[config.mk]
export PLATFORM = sky130hd
export DESIGN_NAME = sdp_host_flat
export DESIGN_NICKNAME = d
export VERILOG_FILES = /design/src/verilog/sdp_pkg.sv /design/src/verilog/sdp_link_if.sv /design/src/verilog/sdp_host.sv /design/src/flat_wrapper.sv
export SDC_FILE = /design/constraint.sdc
export NUM_CORES = 1
export LEC_CHECK = 0
export BUFFER_PORTS_ARGS = -buffer_cell sky130_fd_sc_hd__buf_2
export CAP_MARGIN = 20
export CELL_PAD_IN_SITES_DETAIL_PLACEMENT = 0
export CELL_PAD_IN_SITES_GLOBAL_PLACEMENT = 2
export CORE_UTILIZATION = 26
export DETAILED_ROUTE_END_ITERATION = 8
export MAX_ROUTING_LAYER = met4
export PLACE_DENSITY = 0.73
export REMOVE_ABC_BUFFERS = 1
export SKIP_CTS_REPAIR_TIMING = 1
export SYNTH_ARGS = -nofsm -noshare
export SYNTH_HDL_FRONTEND = slang
export SYNTH_SLANG_ARGS = --single-unit
[constraint.sdc]
create_clock -name aclk -period 2.3 [get_ports aclk]
set_input_delay 0.23 -clock aclk [delete_from_list [all_inputs] [get_ports aclk]]
set_output_delay 0.23 -clock aclk [all_outputs]
set_load 0.01 [all_outputs]
[src/verilog/sdp_pkg.sv]
// shared constants for the dual-port burst memory and its host
package sdp_pkg;
  // ---------------
  // array and ports
  // ---------------
  // address width 15/16/17 gives 32K/64K/128K words
  localparam int ADDR_W = 15;
  // word width 8 or 9
  localparam int DATA_W = 9;
  localparam int DEPTH  = 1 << ADDR_W;
  localparam int NPORT  = 2;
  localparam logic [ADDR_W-1:0] CNT_RST  = {ADDR_W{1'b0}};
  localparam logic [DATA_W-1:0] DOUT_RST = {DATA_W{1'b0}};

  // ------------------
  // host register map
  // ------------------
  localparam logic [7:0] REG_CMD    = 8'h00;
  localparam logic [7:0] REG_ADDR   = 8'h04;
  localparam logic [7:0] REG_WDATA  = 8'h08;
  localparam logic [7:0] REG_RDATA  = 8'h0c;
  localparam logic [7:0] REG_STATUS = 8'h10;
  localparam logic [7:0] REG_MODE   = 8'h14;
  localparam int CMD_RD   = 0;
  localparam int CMD_PORT = 1;
  localparam int CMD_CLR  = 2;
  localparam int CMD_LEN  = 8;
  localparam int LEN_W    = 8;
  localparam logic [NPORT-1:0] MODE_RST = 2'h0;
  localparam logic [1:0] RESP_OKAY   = 2'h0;
  localparam logic [1:0] RESP_SLVERR = 2'h2;

  // ------------------
  // host beat phases
  // ------------------
  localparam logic [1:0] PH_DRIVE  = 2'h0;
  localparam logic [1:0] PH_HIGH   = 2'h1;
  localparam logic [1:0] PH_LOW    = 2'h2;
  localparam logic [1:0] PH_SAMPLE = 2'h3;

  typedef enum logic {H_IDLE, H_RUN} host_state_t;
endpackage : sdp_pkg

[src/verilog/sdp_link_if.sv]
// pins between the memory ports and their host
`timescale 1ns/10ps
interface sdp_link_if;
  import sdp_pkg::*;
  // ---------------
  // per-port pins
  // ---------------
  logic [NPORT-1:0]             port_clk;
  logic [NPORT-1:0]             chip_select_active_low;
  logic [NPORT-1:0]             chip_select_active_high;
  logic [NPORT-1:0]             addr_load_strobe_n;
  logic [NPORT-1:0]             count_advance_n;
  logic [NPORT-1:0]             count_clear_n;
  logic [NPORT-1:0]             latency_mode_select;
  logic [NPORT-1:0]             rw_sel;
  logic [NPORT-1:0]             out_drive_n;
  logic [NPORT-1:0][ADDR_W-1:0] addr;
  // ---------------
  // data pins
  // ---------------
  logic [NPORT-1:0][DATA_W-1:0] host_dq;
  logic [NPORT-1:0]             host_dq_oe;
  logic [NPORT-1:0][DATA_W-1:0] dev_dq;
  logic [NPORT-1:0]             dev_dq_oe;

  modport device (
    input  port_clk, chip_select_active_low, chip_select_active_high,
    input  addr_load_strobe_n, count_advance_n, count_clear_n,
    input  latency_mode_select, rw_sel, out_drive_n, addr,
    input  host_dq, host_dq_oe,
    output dev_dq, dev_dq_oe
  );
  modport host (
    output port_clk, chip_select_active_low, chip_select_active_high,
    output addr_load_strobe_n, count_advance_n, count_clear_n,
    output latency_mode_select, rw_sel, out_drive_n, addr,
    output host_dq, host_dq_oe,
    input  dev_dq, dev_dq_oe
  );
endinterface : sdp_link_if

[src/verilog/sdp_host.sv]
// host end: axi4-lite registers driving burst accesses
`timescale 1ns/10ps
module sdp_host (
  // clock and reset
  input  wire logic        aclk,
  input  wire logic        aresetn,
  // axi4-lite write
  input  wire logic        awvalid,
  output logic             awready,
  input  wire logic [7:0]  awaddr,
  input  wire logic        wvalid,
  output logic             wready,
  input  wire logic [31:0] wdata,
  input  wire logic [3:0]  wstrb,
  output logic             bvalid,
  input  wire logic        bready,
  output logic [1:0]       bresp,
  // axi4-lite read
  input  wire logic        arvalid,
  output logic             arready,
  input  wire logic [7:0]  araddr,
  output logic             rvalid,
  input  wire logic        rready,
  output logic [31:0]      rdata,
  output logic [1:0]       rresp,
  // memory link
  sdp_link_if.host         link
);
  import sdp_pkg::*;

  function automatic logic [31:0] merge(input logic [31:0] o,
                                        input logic [31:0] n,
                                        input logic [3:0]  s);
    logic [31:0] r;
    r = o;
    for (int i = 0; i < 4; i++) begin
      if (s[i]) begin
        r[8*i +: 8] = n[8*i +: 8];
      end
    end
    return r;
  endfunction : merge

  // ---------------
  // state
  // ---------------
  host_state_t                  st_q, st_d;
  logic [1:0]                   ph_q, ph_d;
  logic [LEN_W:0]               beat_q, beat_d, last_q, last_d;
  logic                         rd_q, rd_d, port_q, port_d, clr_q, clr_d;
  logic [LEN_W-1:0]             len_q, len_d;
  logic [ADDR_W-1:0]            addr_q, addr_d;
  logic [DATA_W-1:0]            wdat_q, wdat_d, rdat_q, rdat_d;
  logic [NPORT-1:0]             mode_q, mode_d;
  logic                         awr_q, awr_d, bv_q, bv_d, arr_q, arr_d;
  logic                         rv_q, rv_d;
  logic [1:0]                   br_q, br_d, rr_q, rr_d;
  logic [31:0]                  rd_data_q, rd_data_d, cmd_w, nw;
  logic [NPORT-1:0]             clk_q, clk_d, csl_q, csl_d, csh_q, csh_d;
  logic [NPORT-1:0]             ads_q, ads_d, cen_q, cen_d, ccl_q, ccl_d;
  logic [NPORT-1:0]             rw_q, rw_d, odn_q, odn_d, doe_q, doe_d;
  logic                         first, live;

  always_comb begin
    {st_d, ph_d, beat_d, last_d} = {st_q, ph_q, beat_q, last_q};
    {rd_d, port_d, clr_d, len_d} = {rd_q, port_q, clr_q, len_q};
    {addr_d, wdat_d, rdat_d, mode_d} = {addr_q, wdat_q, rdat_q, mode_q};
    {awr_d, bv_d, arr_d, rv_d} = {awr_q, bv_q, arr_q, rv_q};
    {br_d, rr_d, rd_data_d} = {br_q, rr_q, rd_data_q};
    {clk_d, csl_d, csh_d, ads_d} = {clk_q, csl_q, csh_q, ads_q};
    {cen_d, ccl_d, rw_d, odn_d, doe_d} = {cen_q, ccl_q, rw_q, odn_q, doe_q};
    cmd_w = {16'h0000, len_q, 5'h00, clr_q, port_q, rd_q};
    nw = 32'h0000_0000;
    first = (beat_q == {(LEN_W + 1){1'b0}});
    live = (beat_q <= {1'b0, len_q});
    // bus writes: ready one cycle after both valids
    if (bv_q && bready) begin
      bv_d = 1'b0;
    end
    if (awr_q) begin
      awr_d = 1'b0;
      bv_d = 1'b1;
      br_d = RESP_OKAY;
      if (awaddr == REG_CMD) begin
        nw = merge(cmd_w, wdata, wstrb);
        if (st_q == H_IDLE) begin
          {rd_d, port_d, clr_d} = {nw[CMD_RD], nw[CMD_PORT], nw[CMD_CLR]};
          len_d = nw[CMD_LEN +: LEN_W];
          last_d = {1'b0, len_d}
                 + {{LEN_W{1'b0}}, rd_d & mode_q[port_d]};
          st_d = H_RUN;
          ph_d = PH_DRIVE;
          beat_d = {(LEN_W + 1){1'b0}};
        end
      end else if (awaddr == REG_ADDR) begin
        nw = merge({{(32 - ADDR_W){1'b0}}, addr_q}, wdata, wstrb);
        addr_d = nw[ADDR_W-1:0];
      end else if (awaddr == REG_WDATA) begin
        nw = merge({{(32 - DATA_W){1'b0}}, wdat_q}, wdata, wstrb);
        wdat_d = nw[DATA_W-1:0];
      end else if (awaddr == REG_MODE) begin
        nw = merge({{(32 - NPORT){1'b0}}, mode_q}, wdata, wstrb);
        if (st_q == H_IDLE) begin
          mode_d = nw[NPORT-1:0];
        end
      end else if (awaddr != REG_RDATA && awaddr != REG_STATUS) begin
        br_d = RESP_SLVERR;
      end
    end else if (awvalid && wvalid && !bv_q) begin
      awr_d = 1'b1;
    end
    // bus reads
    if (rv_q && rready) begin
      rv_d = 1'b0;
    end
    if (arr_q) begin
      arr_d = 1'b0;
      rv_d = 1'b1;
      rr_d = RESP_OKAY;
      if (araddr == REG_CMD) begin
        rd_data_d = cmd_w;
      end else if (araddr == REG_ADDR) begin
        rd_data_d = {{(32 - ADDR_W){1'b0}}, addr_q};
      end else if (araddr == REG_WDATA) begin
        rd_data_d = {{(32 - DATA_W){1'b0}}, wdat_q};
      end else if (araddr == REG_RDATA) begin
        rd_data_d = {{(32 - DATA_W){1'b0}}, rdat_q};
      end else if (araddr == REG_STATUS) begin
        rd_data_d = {31'h0000_0000, st_q == H_RUN};
      end else if (araddr == REG_MODE) begin
        rd_data_d = {{(32 - NPORT){1'b0}}, mode_q};
      end else begin
        rd_data_d = 32'h0000_0000;
        rr_d = RESP_SLVERR;
      end
    end else if (arvalid && !rv_q) begin
      arr_d = 1'b1;
    end
    // link sequencing, one port at a time
    case (st_q)
      H_IDLE: begin
        ph_d = PH_DRIVE;
      end
      H_RUN: begin
        case (ph_q)
          PH_DRIVE: begin
            csl_d[port_q] = ~live;
            csh_d[port_q] = live;
            ads_d[port_q] = ~(first & ~clr_q);
            ccl_d[port_q] = ~(first & clr_q);
            cen_d[port_q] = ~live;
            rw_d[port_q] = rd_q;
            odn_d[port_q] = ~rd_q;
            doe_d[port_q] = ~rd_q & live;
            ph_d = PH_HIGH;
          end
          PH_HIGH: begin
            clk_d[port_q] = 1'b1;
            ph_d = PH_LOW;
          end
          PH_LOW: begin
            clk_d[port_q] = 1'b0;
            ph_d = PH_SAMPLE;
          end
          default: begin
            if (link.dev_dq_oe[port_q]) begin
              rdat_d = link.dev_dq[port_q];
            end
            beat_d = beat_q + 1'b1;
            ph_d = PH_DRIVE;
            if (beat_q == last_q) begin
              st_d = H_IDLE;
              csl_d = {NPORT{1'b1}};
              csh_d = {NPORT{1'b0}};
              {ads_d, cen_d, ccl_d} = {(3 * NPORT){1'b1}};
              odn_d = {NPORT{1'b1}};
              doe_d = {NPORT{1'b0}};
            end
          end
        endcase
      end
      default: begin
        st_d = H_IDLE;
      end
    endcase
  end

  always_ff @(posedge aclk) begin
    if (!aresetn) begin
      st_q <= H_IDLE;
      {ph_q, beat_q, last_q} <= {PH_DRIVE, {(2 * LEN_W + 2){1'b0}}};
      {rd_q, port_q, clr_q, len_q} <= {(3 + LEN_W){1'b0}};
      {addr_q, wdat_q, rdat_q} <= {CNT_RST, DOUT_RST, DOUT_RST};
      mode_q <= MODE_RST;
      {awr_q, bv_q, arr_q, rv_q} <= 4'h0;
      {br_q, rr_q} <= {RESP_OKAY, RESP_OKAY};
      rd_data_q <= 32'h0000_0000;
      {clk_q, csh_q, doe_q} <= {(3 * NPORT){1'b0}};
      {csl_q, ads_q, cen_q, ccl_q} <= {(4 * NPORT){1'b1}};
      {rw_q, odn_q} <= {(2 * NPORT){1'b1}};
    end else begin
      {st_q, ph_q, beat_q, last_q} <= {st_d, ph_d, beat_d, last_d};
      {rd_q, port_q, clr_q, len_q} <= {rd_d, port_d, clr_d, len_d};
      {addr_q, wdat_q, rdat_q, mode_q} <= {addr_d, wdat_d, rdat_d, mode_d};
      {awr_q, bv_q, arr_q, rv_q} <= {awr_d, bv_d, arr_d, rv_d};
      {br_q, rr_q, rd_data_q} <= {br_d, rr_d, rd_data_d};
      {clk_q, csl_q, csh_q, ads_q} <= {clk_d, csl_d, csh_d, ads_d};
      {cen_q, ccl_q, rw_q, odn_q, doe_q} <= {cen_d, ccl_d, rw_d, odn_d, doe_d};
    end
  end

  // ---------------
  // outputs
  // ---------------
  assign {awready, wready, bvalid, bresp} = {awr_q, awr_q, bv_q, br_q};
  assign {arready, rvalid, rdata, rresp} = {arr_q, rv_q, rd_data_q, rr_q};
  assign link.port_clk                = clk_q;
  assign link.chip_select_active_low  = csl_q;
  assign link.chip_select_active_high = csh_q;
  assign link.addr_load_strobe_n      = ads_q;
  assign link.count_advance_n         = cen_q;
  assign link.count_clear_n           = ccl_q;
  assign link.latency_mode_select     = mode_q;
  assign link.rw_sel                  = rw_q;
  assign link.out_drive_n             = odn_q;
  assign link.addr                    = {NPORT{addr_q}};
  assign link.host_dq                 = {NPORT{wdat_q}};
  assign link.host_dq_oe              = doe_q;
endmodule : sdp_host

[src/flat_wrapper.sv]
// flat-port wrapper written by rule: the top's interface ports become plain ports
module sdp_host_flat import sdp_pkg::*;
  (aclk, aresetn, awvalid, awready, awaddr, wvalid, wready, wdata, wstrb, bvalid, bready, bresp, arvalid, arready, araddr, rvalid, rready, rdata, rresp, link_port_clk, link_chip_select_active_low, link_chip_select_active_high, link_addr_load_strobe_n, link_count_advance_n, link_count_clear_n, link_latency_mode_select, link_rw_sel, link_out_drive_n, link_addr, link_host_dq, link_host_dq_oe, link_dev_dq, link_dev_dq_oe);
  sdp_link_if link_i ();
  input  wire logic aclk;
  input  wire logic aresetn;
  input  wire logic awvalid;
  output logic awready;
  input  wire logic [7:0] awaddr;
  input  wire logic wvalid;
  output logic wready;
  input  wire logic [31:0] wdata;
  input  wire logic [3:0] wstrb;
  output logic bvalid;
  input  wire logic bready;
  output logic [1:0] bresp;
  input  wire logic arvalid;
  output logic arready;
  input  wire logic [7:0] araddr;
  output logic rvalid;
  input  wire logic rready;
  output logic [31:0] rdata;
  output logic [1:0] rresp;
  output wire logic [$bits(link_i.port_clk)-1:0] link_port_clk;
  output wire logic [$bits(link_i.chip_select_active_low)-1:0] link_chip_select_active_low;
  output wire logic [$bits(link_i.chip_select_active_high)-1:0] link_chip_select_active_high;
  output wire logic [$bits(link_i.addr_load_strobe_n)-1:0] link_addr_load_strobe_n;
  output wire logic [$bits(link_i.count_advance_n)-1:0] link_count_advance_n;
  output wire logic [$bits(link_i.count_clear_n)-1:0] link_count_clear_n;
  output wire logic [$bits(link_i.latency_mode_select)-1:0] link_latency_mode_select;
  output wire logic [$bits(link_i.rw_sel)-1:0] link_rw_sel;
  output wire logic [$bits(link_i.out_drive_n)-1:0] link_out_drive_n;
  output wire logic [$bits(link_i.addr)-1:0] link_addr;
  output wire logic [$bits(link_i.host_dq)-1:0] link_host_dq;
  output wire logic [$bits(link_i.host_dq_oe)-1:0] link_host_dq_oe;
  input wire logic [$bits(link_i.dev_dq)-1:0] link_dev_dq;
  input wire logic [$bits(link_i.dev_dq_oe)-1:0] link_dev_dq_oe;
  assign link_port_clk = link_i.port_clk;
  assign link_chip_select_active_low = link_i.chip_select_active_low;
  assign link_chip_select_active_high = link_i.chip_select_active_high;
  assign link_addr_load_strobe_n = link_i.addr_load_strobe_n;
  assign link_count_advance_n = link_i.count_advance_n;
  assign link_count_clear_n = link_i.count_clear_n;
  assign link_latency_mode_select = link_i.latency_mode_select;
  assign link_rw_sel = link_i.rw_sel;
  assign link_out_drive_n = link_i.out_drive_n;
  assign link_addr = link_i.addr;
  assign link_host_dq = link_i.host_dq;
  assign link_host_dq_oe = link_i.host_dq_oe;
  assign link_i.dev_dq = link_dev_dq;
  assign link_i.dev_dq_oe = link_dev_dq_oe;
  sdp_host u_core (.aclk(aclk), .aresetn(aresetn), .awvalid(awvalid), .awready(awready), .awaddr(awaddr), .wvalid(wvalid), .wready(wready), .wdata(wdata), .wstrb(wstrb), .bvalid(bvalid), .bready(bready), .bresp(bresp), .arvalid(arvalid), .arready(arready), .araddr(araddr), .rvalid(rvalid), .rready(rready), .rdata(rdata), .rresp(rresp), .link(link_i));
endmodule
==> results.env <==
INITIAL_CORE_UTIL=0.265
VIA_COUNT_OF_THE_FIRST_GLOBAL_ROUTING_PASS=4408
POWER_FRAC_COMB=0.065
ROUTED_VIA_COUNT=4639
P_INT_mW=2.88
MAX_CAP_VIOLATIONS=0
MIN_FROM='wvalid'
CRITPATHARRIVALTIME_NS=2.40
YS_SEQ_AREA_FRAC=0.392
PERIOD_MINUS_SLACK_NS=2.12
IO_BUFFERS=151
DIE_AREA_UM2=21200
POST_SYNTH.CELL_AREA_AVG_UM2=8.64
SYNTHESIS.AREA_UM2=5360
CLOCK_TREE_ROOT_DRIVER_CELL='sky130_fd_sc_hd__clkbuf_16'
NUMCTSBUFFERS=9
GRT_SETUP_UNREPAIRED='no'
RRSETUPSLACK_NS=0.18
SYNTH-WARNING-COUNT=0
CTS_MAX_PATH_BUFFERS=2
DIE-HEIGHT_UM=146
ANTENNA_LEFT=0
YOSYS.CELL_TYPES.COUNT=57
VDD_DROP_MAX_mV=0.490
WORST_HOLD_PATH_STAGE_COUNT=3
CRITICAL_PATH.CELL_CHAIN='mux2i_1, mux2i_1, nor2_1, ha_1, ha_1, inv_1, a2111oi_1, buf_4, xnor2_1, nand2_1, a21oi_1'
ENDPOINT_KIND='flip-flop'
CRITICAL_PATH.STARTPOINT_TYPE='flip-flop'
DETAIL_ROUTE.FIRST_PASS.ITERATIONS=4
SETUP_VIOL=0
DRT_FIRST_ITER_VIOLATIONS=239
CTS_NUM_SINKS=105
CORE-AREA_UM2=20200
CELLPOWERDENSITY_nW_PER_UM2=577
FINCLKSKEW_NS=0.0160
TIGHTESTPINTRANSITION_NS=0.560
TOTAL_SWITCHING_POWER_mW=0.884
RUN_STATUS='finished, final reports clean'
TIMING.SETUP.CRITICAL_PATH_CLASS='flip-flop to flip-flop'
ROUTED_WIRELENGTH_MM=15.4
TRACK_USAGE=0.151
AREA.GROWTH.SYNTH_TO_FINAL_PCT=21.9
ANTENNA_VIOLATIONS_BEFORE_REPAIR=0
POWER.CLOCK.FRACTION=0.448
CRITICAL_PATH.MAX_FANOUT=2
FINAL_MAX_SLEW_VIOL_COUNT=0
DPL_CELL_AREA_UM2=6210
LAYOUT-DRIVE-GT1-SHARE=0.273
HPWL_MM=11.8
SWITCHING_SHARE=0.235
GP_ROUTABILITY_CONGESTION=0.749
YS_FF_LATCH=105
SYNTH_EDF_COUNT=0
POST-ROUTE-CELL-AREA_UM2=6530
CRITICAL_PATH_REQUIRED_NS=2.58
GRT_MAX_DEGREE=41
ROUTE.DETAILED.DRC=0
FINAL_HOLD_VIOL_COUNT=0
POSTSYNTHCELLCOUNT=620
FINAL_MIN_PERIOD_OVER_CLOCK_PERIOD=0.921
R2R_START='u_core.port_q$_SDFFE_PN0P_'
SYNTH_FLOP_CELL='sky130_fd_sc_hd__dfxtp_1'
CTS.HTREE.LEVELS=3
RR_ENDPOINT='u_core.last_q[6]$_SDFFE_PN0P_'
MAX_CLOCK_FREQ_MHz=472
DIODES=0
HOLD_CLASS='input port to flip-flop'
LAYOUT.NETS=840
TOTAL_POWER_mW=3.77
CORE.ROWCOUNT=52
CLK_PIN_SLEW_NS=0.07
DESIGN.PORTCOUNT=188
MIN_TO='u_core.awready$_SDFF_PP0_'
TRITONCTS='yes'
ROUTEDWLPERCELL_UM=15.1
SLEW_HEADROOM=0.623
GLOBALROUTEOVERFLOWTOTAL=0
WORST_PATH_MAX_DELAY_CELL='sky130_fd_sc_hd__a2111oi_1'
RR_WORST_DEPTH=11
GRT_PASS1_WL_MM=24.3
CELLLEAKAGEPOWER_nW=2.82
POST_DRT_VIA_CELL_RATIO=4.54
DIE_WIDTH_UM=146
TIMING.CRITICAL_PATH.SLOWEST_CELL_DELAY_NS=0.37
ASYNC_FLOP_SHARE=0
CLK-INSERTION-DELAY-LATE_NS=0.35
RELATIVE_CONTRIBUTION_OF_SEQUENTIAL_CELLS_TO_TOTAL_POWER=0.487
-- cells by family (layout without fill, tap and decap cells) --
logic type,count (synthesis),in the layout,synth area share
AND/OR/NAND/NOR,209,209,0.184
AO/OA/AOI/OAI,109,109,0.131
flip-flops,105,105,0.392
buffers and inverters,98,212,0.106
multiplexers,61,61,0.116
XOR/XNOR,22,22,0.0360
adder cells (fa/ha/maj),15,15,0.0350
other,1,18,0.000700
-- stage by stage --
stage / util / instances / worst slack (ns) / setup TNS (ns) / hold slack [ns]
final: 0.323 / 1021 / 0.182 / 0 / 0.107
after global routing: 0.323 / 1021 / 0.000127 / 0 / 0.0951
after CTS: 0.323 / 1021 / 0.105 / 0 / 0.0957
after detailed placement: 0.307 / 1005 / 0.0332 / 0 / 0.440
after global placement: 0.307 / 1005 / 0.0108 / 0 / 0.428
after floorplan: - / 563 / -0.333 / -0.756 / 0.292
-- routing by layer --
metal  vias to the layer above  routed length, um  track usage
met3                         9                559       0.0295
met5                         -                  0            -
li1                       2342                  -            -
met2                       104               7380        0.247
met1                      2184               7350        0.189
met4                         0                136       0.0411
-- sequential cells by signal, summed over array words and instances (netlist names), 2 cells and up, named ones only --
signal and count:
u_core.ph_q 2, u_core.link.host_dq_oe 2, u_core.link.out_drive_n 2, u_core.link.latency_mode_select 2
u_core.link.rw_sel 2, u_core.link.chip_select_active_high 2, u_core.wdat_q 9, u_core.addr_q 15
u_core.beat_q 9, u_core.link.count_clear_n 2, u_core.len_q 8, u_core.link.addr_load_strobe_n 2
u_core.rdata 16, u_core.last_q 9, u_core.rdat_q 9
-- how the worst max path moves through the flow --
| stage | to | depth (start not counted) | start | slack, ns |
|---|---|---|---|---|
| after global placement | u_core.last_q[6]$_SDFFE_PN0P_ | 12 | wstrb[0] | 0.01 |
| after floorplan | u_core.last_q[6]$_SDFFE_PN0P_ | 10 | u_core.port_q$_SDFFE_PN0P_ | -0.33 |
| after global routing | u_core.last_q[6]$_SDFFE_PN0P_ | 11 | u_core.port_q$_SDFFE_PN0P_ | 0.0001 |
| after detailed placement | u_core.last_q[6]$_SDFFE_PN0P_ | 12 | wstrb[0] | 0.03 |
| final | u_core.last_q[6]$_SDFFE_PN0P_ | 11 | u_core.port_q$_SDFFE_PN0P_ | 0.18 |
| after CTS | u_core.last_q[6]$_SDFFE_PN0P_ | 11 | u_core.port_q$_SDFFE_PN0P_ | 0.10 |
-- synthesized netlist by cell type (all sizes together), types with 2 or more instances --
| library cell | n | area [um2] |
|---|---|---|
| o21ai | 22 | 110 |
| nor4 | 4 | 25.0 |
| nand2b | 6 | 37.5 |
| inv | 24 | 90.1 |
| or3 | 2 | 12.5 |
| xnor2 | 16 | 140 |
| nor4b | 2 | 32.5 |
| nor2 | 80 | 300 |
| a31oi | 3 | 18.8 |
| dfxtp | 105 | 2100 |
| mux2i | 52 | 521 |
| o211ai | 3 | 27.5 |
| ha | 15 | 188 |
| a21oi | 36 | 180 |
| nor3b | 3 | 22.5 |
| nand2 | 55 | 209 |
| nand3 | 21 | 110 |
| clkbuf | 16 | 60.1 |
| nor2b | 4 | 25.0 |
| a22oi | 5 | 37.5 |
| o31a | 2 | 17.5 |
| o2111ai | 2 | 17.5 |
| and3 | 6 | 37.5 |
| a32oi | 3 | 26.3 |
| a211oi | 16 | 120 |
| xor2 | 6 | 52.6 |
| and2 | 2 | 12.5 |
| nand3b | 3 | 22.5 |
| nand4 | 8 | 50.1 |
| mux2 | 9 | 101 |
| nor3 | 11 | 66.3 |
| a2111oi | 2 | 17.5 |
| a21o | 3 | 22.5 |
| buf | 58 | 415 |
-- critical path: cells and delay by family, from the launching register on --
family | cells | cell delay [ns]
mux | 2 | 0.32
buf+inv | 2 | 0.24
xor+xnor | 1 | 0.10
flops | 1 | 0.31
compound gates | 2 | 0.50
simple gates | 2 | 0.18
fa+ha+maj | 2 | 0.39
-- area by class of cell --
class	count	area (um2)
flip-flops and latches	105	2100
fillers	2153	13700
inverters	24	90.1
repair buffers	172	926
clock buffers	10	229
clock inverters	6	90.1
multi-input cells	434	2760
well taps	270	338
-- power by group through the flow --
stage          sequential (mW)  combinational (mW)  clock [mW]
2_1_floorplan             1.88              0.0961           0
3_3_place_gp              1.88               0.247           0
3_5_place_dp              1.88               0.249           0
4_1_cts                   1.83               0.250        1.73
5_1_grt                   1.83               0.273        1.81
6_report                  1.83               0.247        1.69
-- cells in the final DEF (no fill, tap or decap), types with 8 or more instances in the layout --
cell / instances
sky130_fd_sc_hd__mux2i_1: 52
sky130_fd_sc_hd__a21oi_1: 36
sky130_fd_sc_hd__buf_4: 20
sky130_fd_sc_hd__nor2_1: 80
sky130_fd_sc_hd__dfxtp_1: 105
sky130_fd_sc_hd__nand2_1: 54
sky130_fd_sc_hd__nand3_1: 20
sky130_fd_sc_hd__mux2_2: 9
sky130_fd_sc_hd__xnor2_1: 16
sky130_fd_sc_hd__clkbuf_16: 9
sky130_fd_sc_hd__buf_2: 151
sky130_fd_sc_hd__nor3_1: 10
sky130_fd_sc_hd__conb_1: 18
sky130_fd_sc_hd__nand4_1: 8
sky130_fd_sc_hd__ha_1: 15
sky130_fd_sc_hd__o21ai_0: 22
sky130_fd_sc_hd__a211oi_1: 16
sky130_fd_sc_hd__inv_1: 23
(Power assumes the default switching activity.)
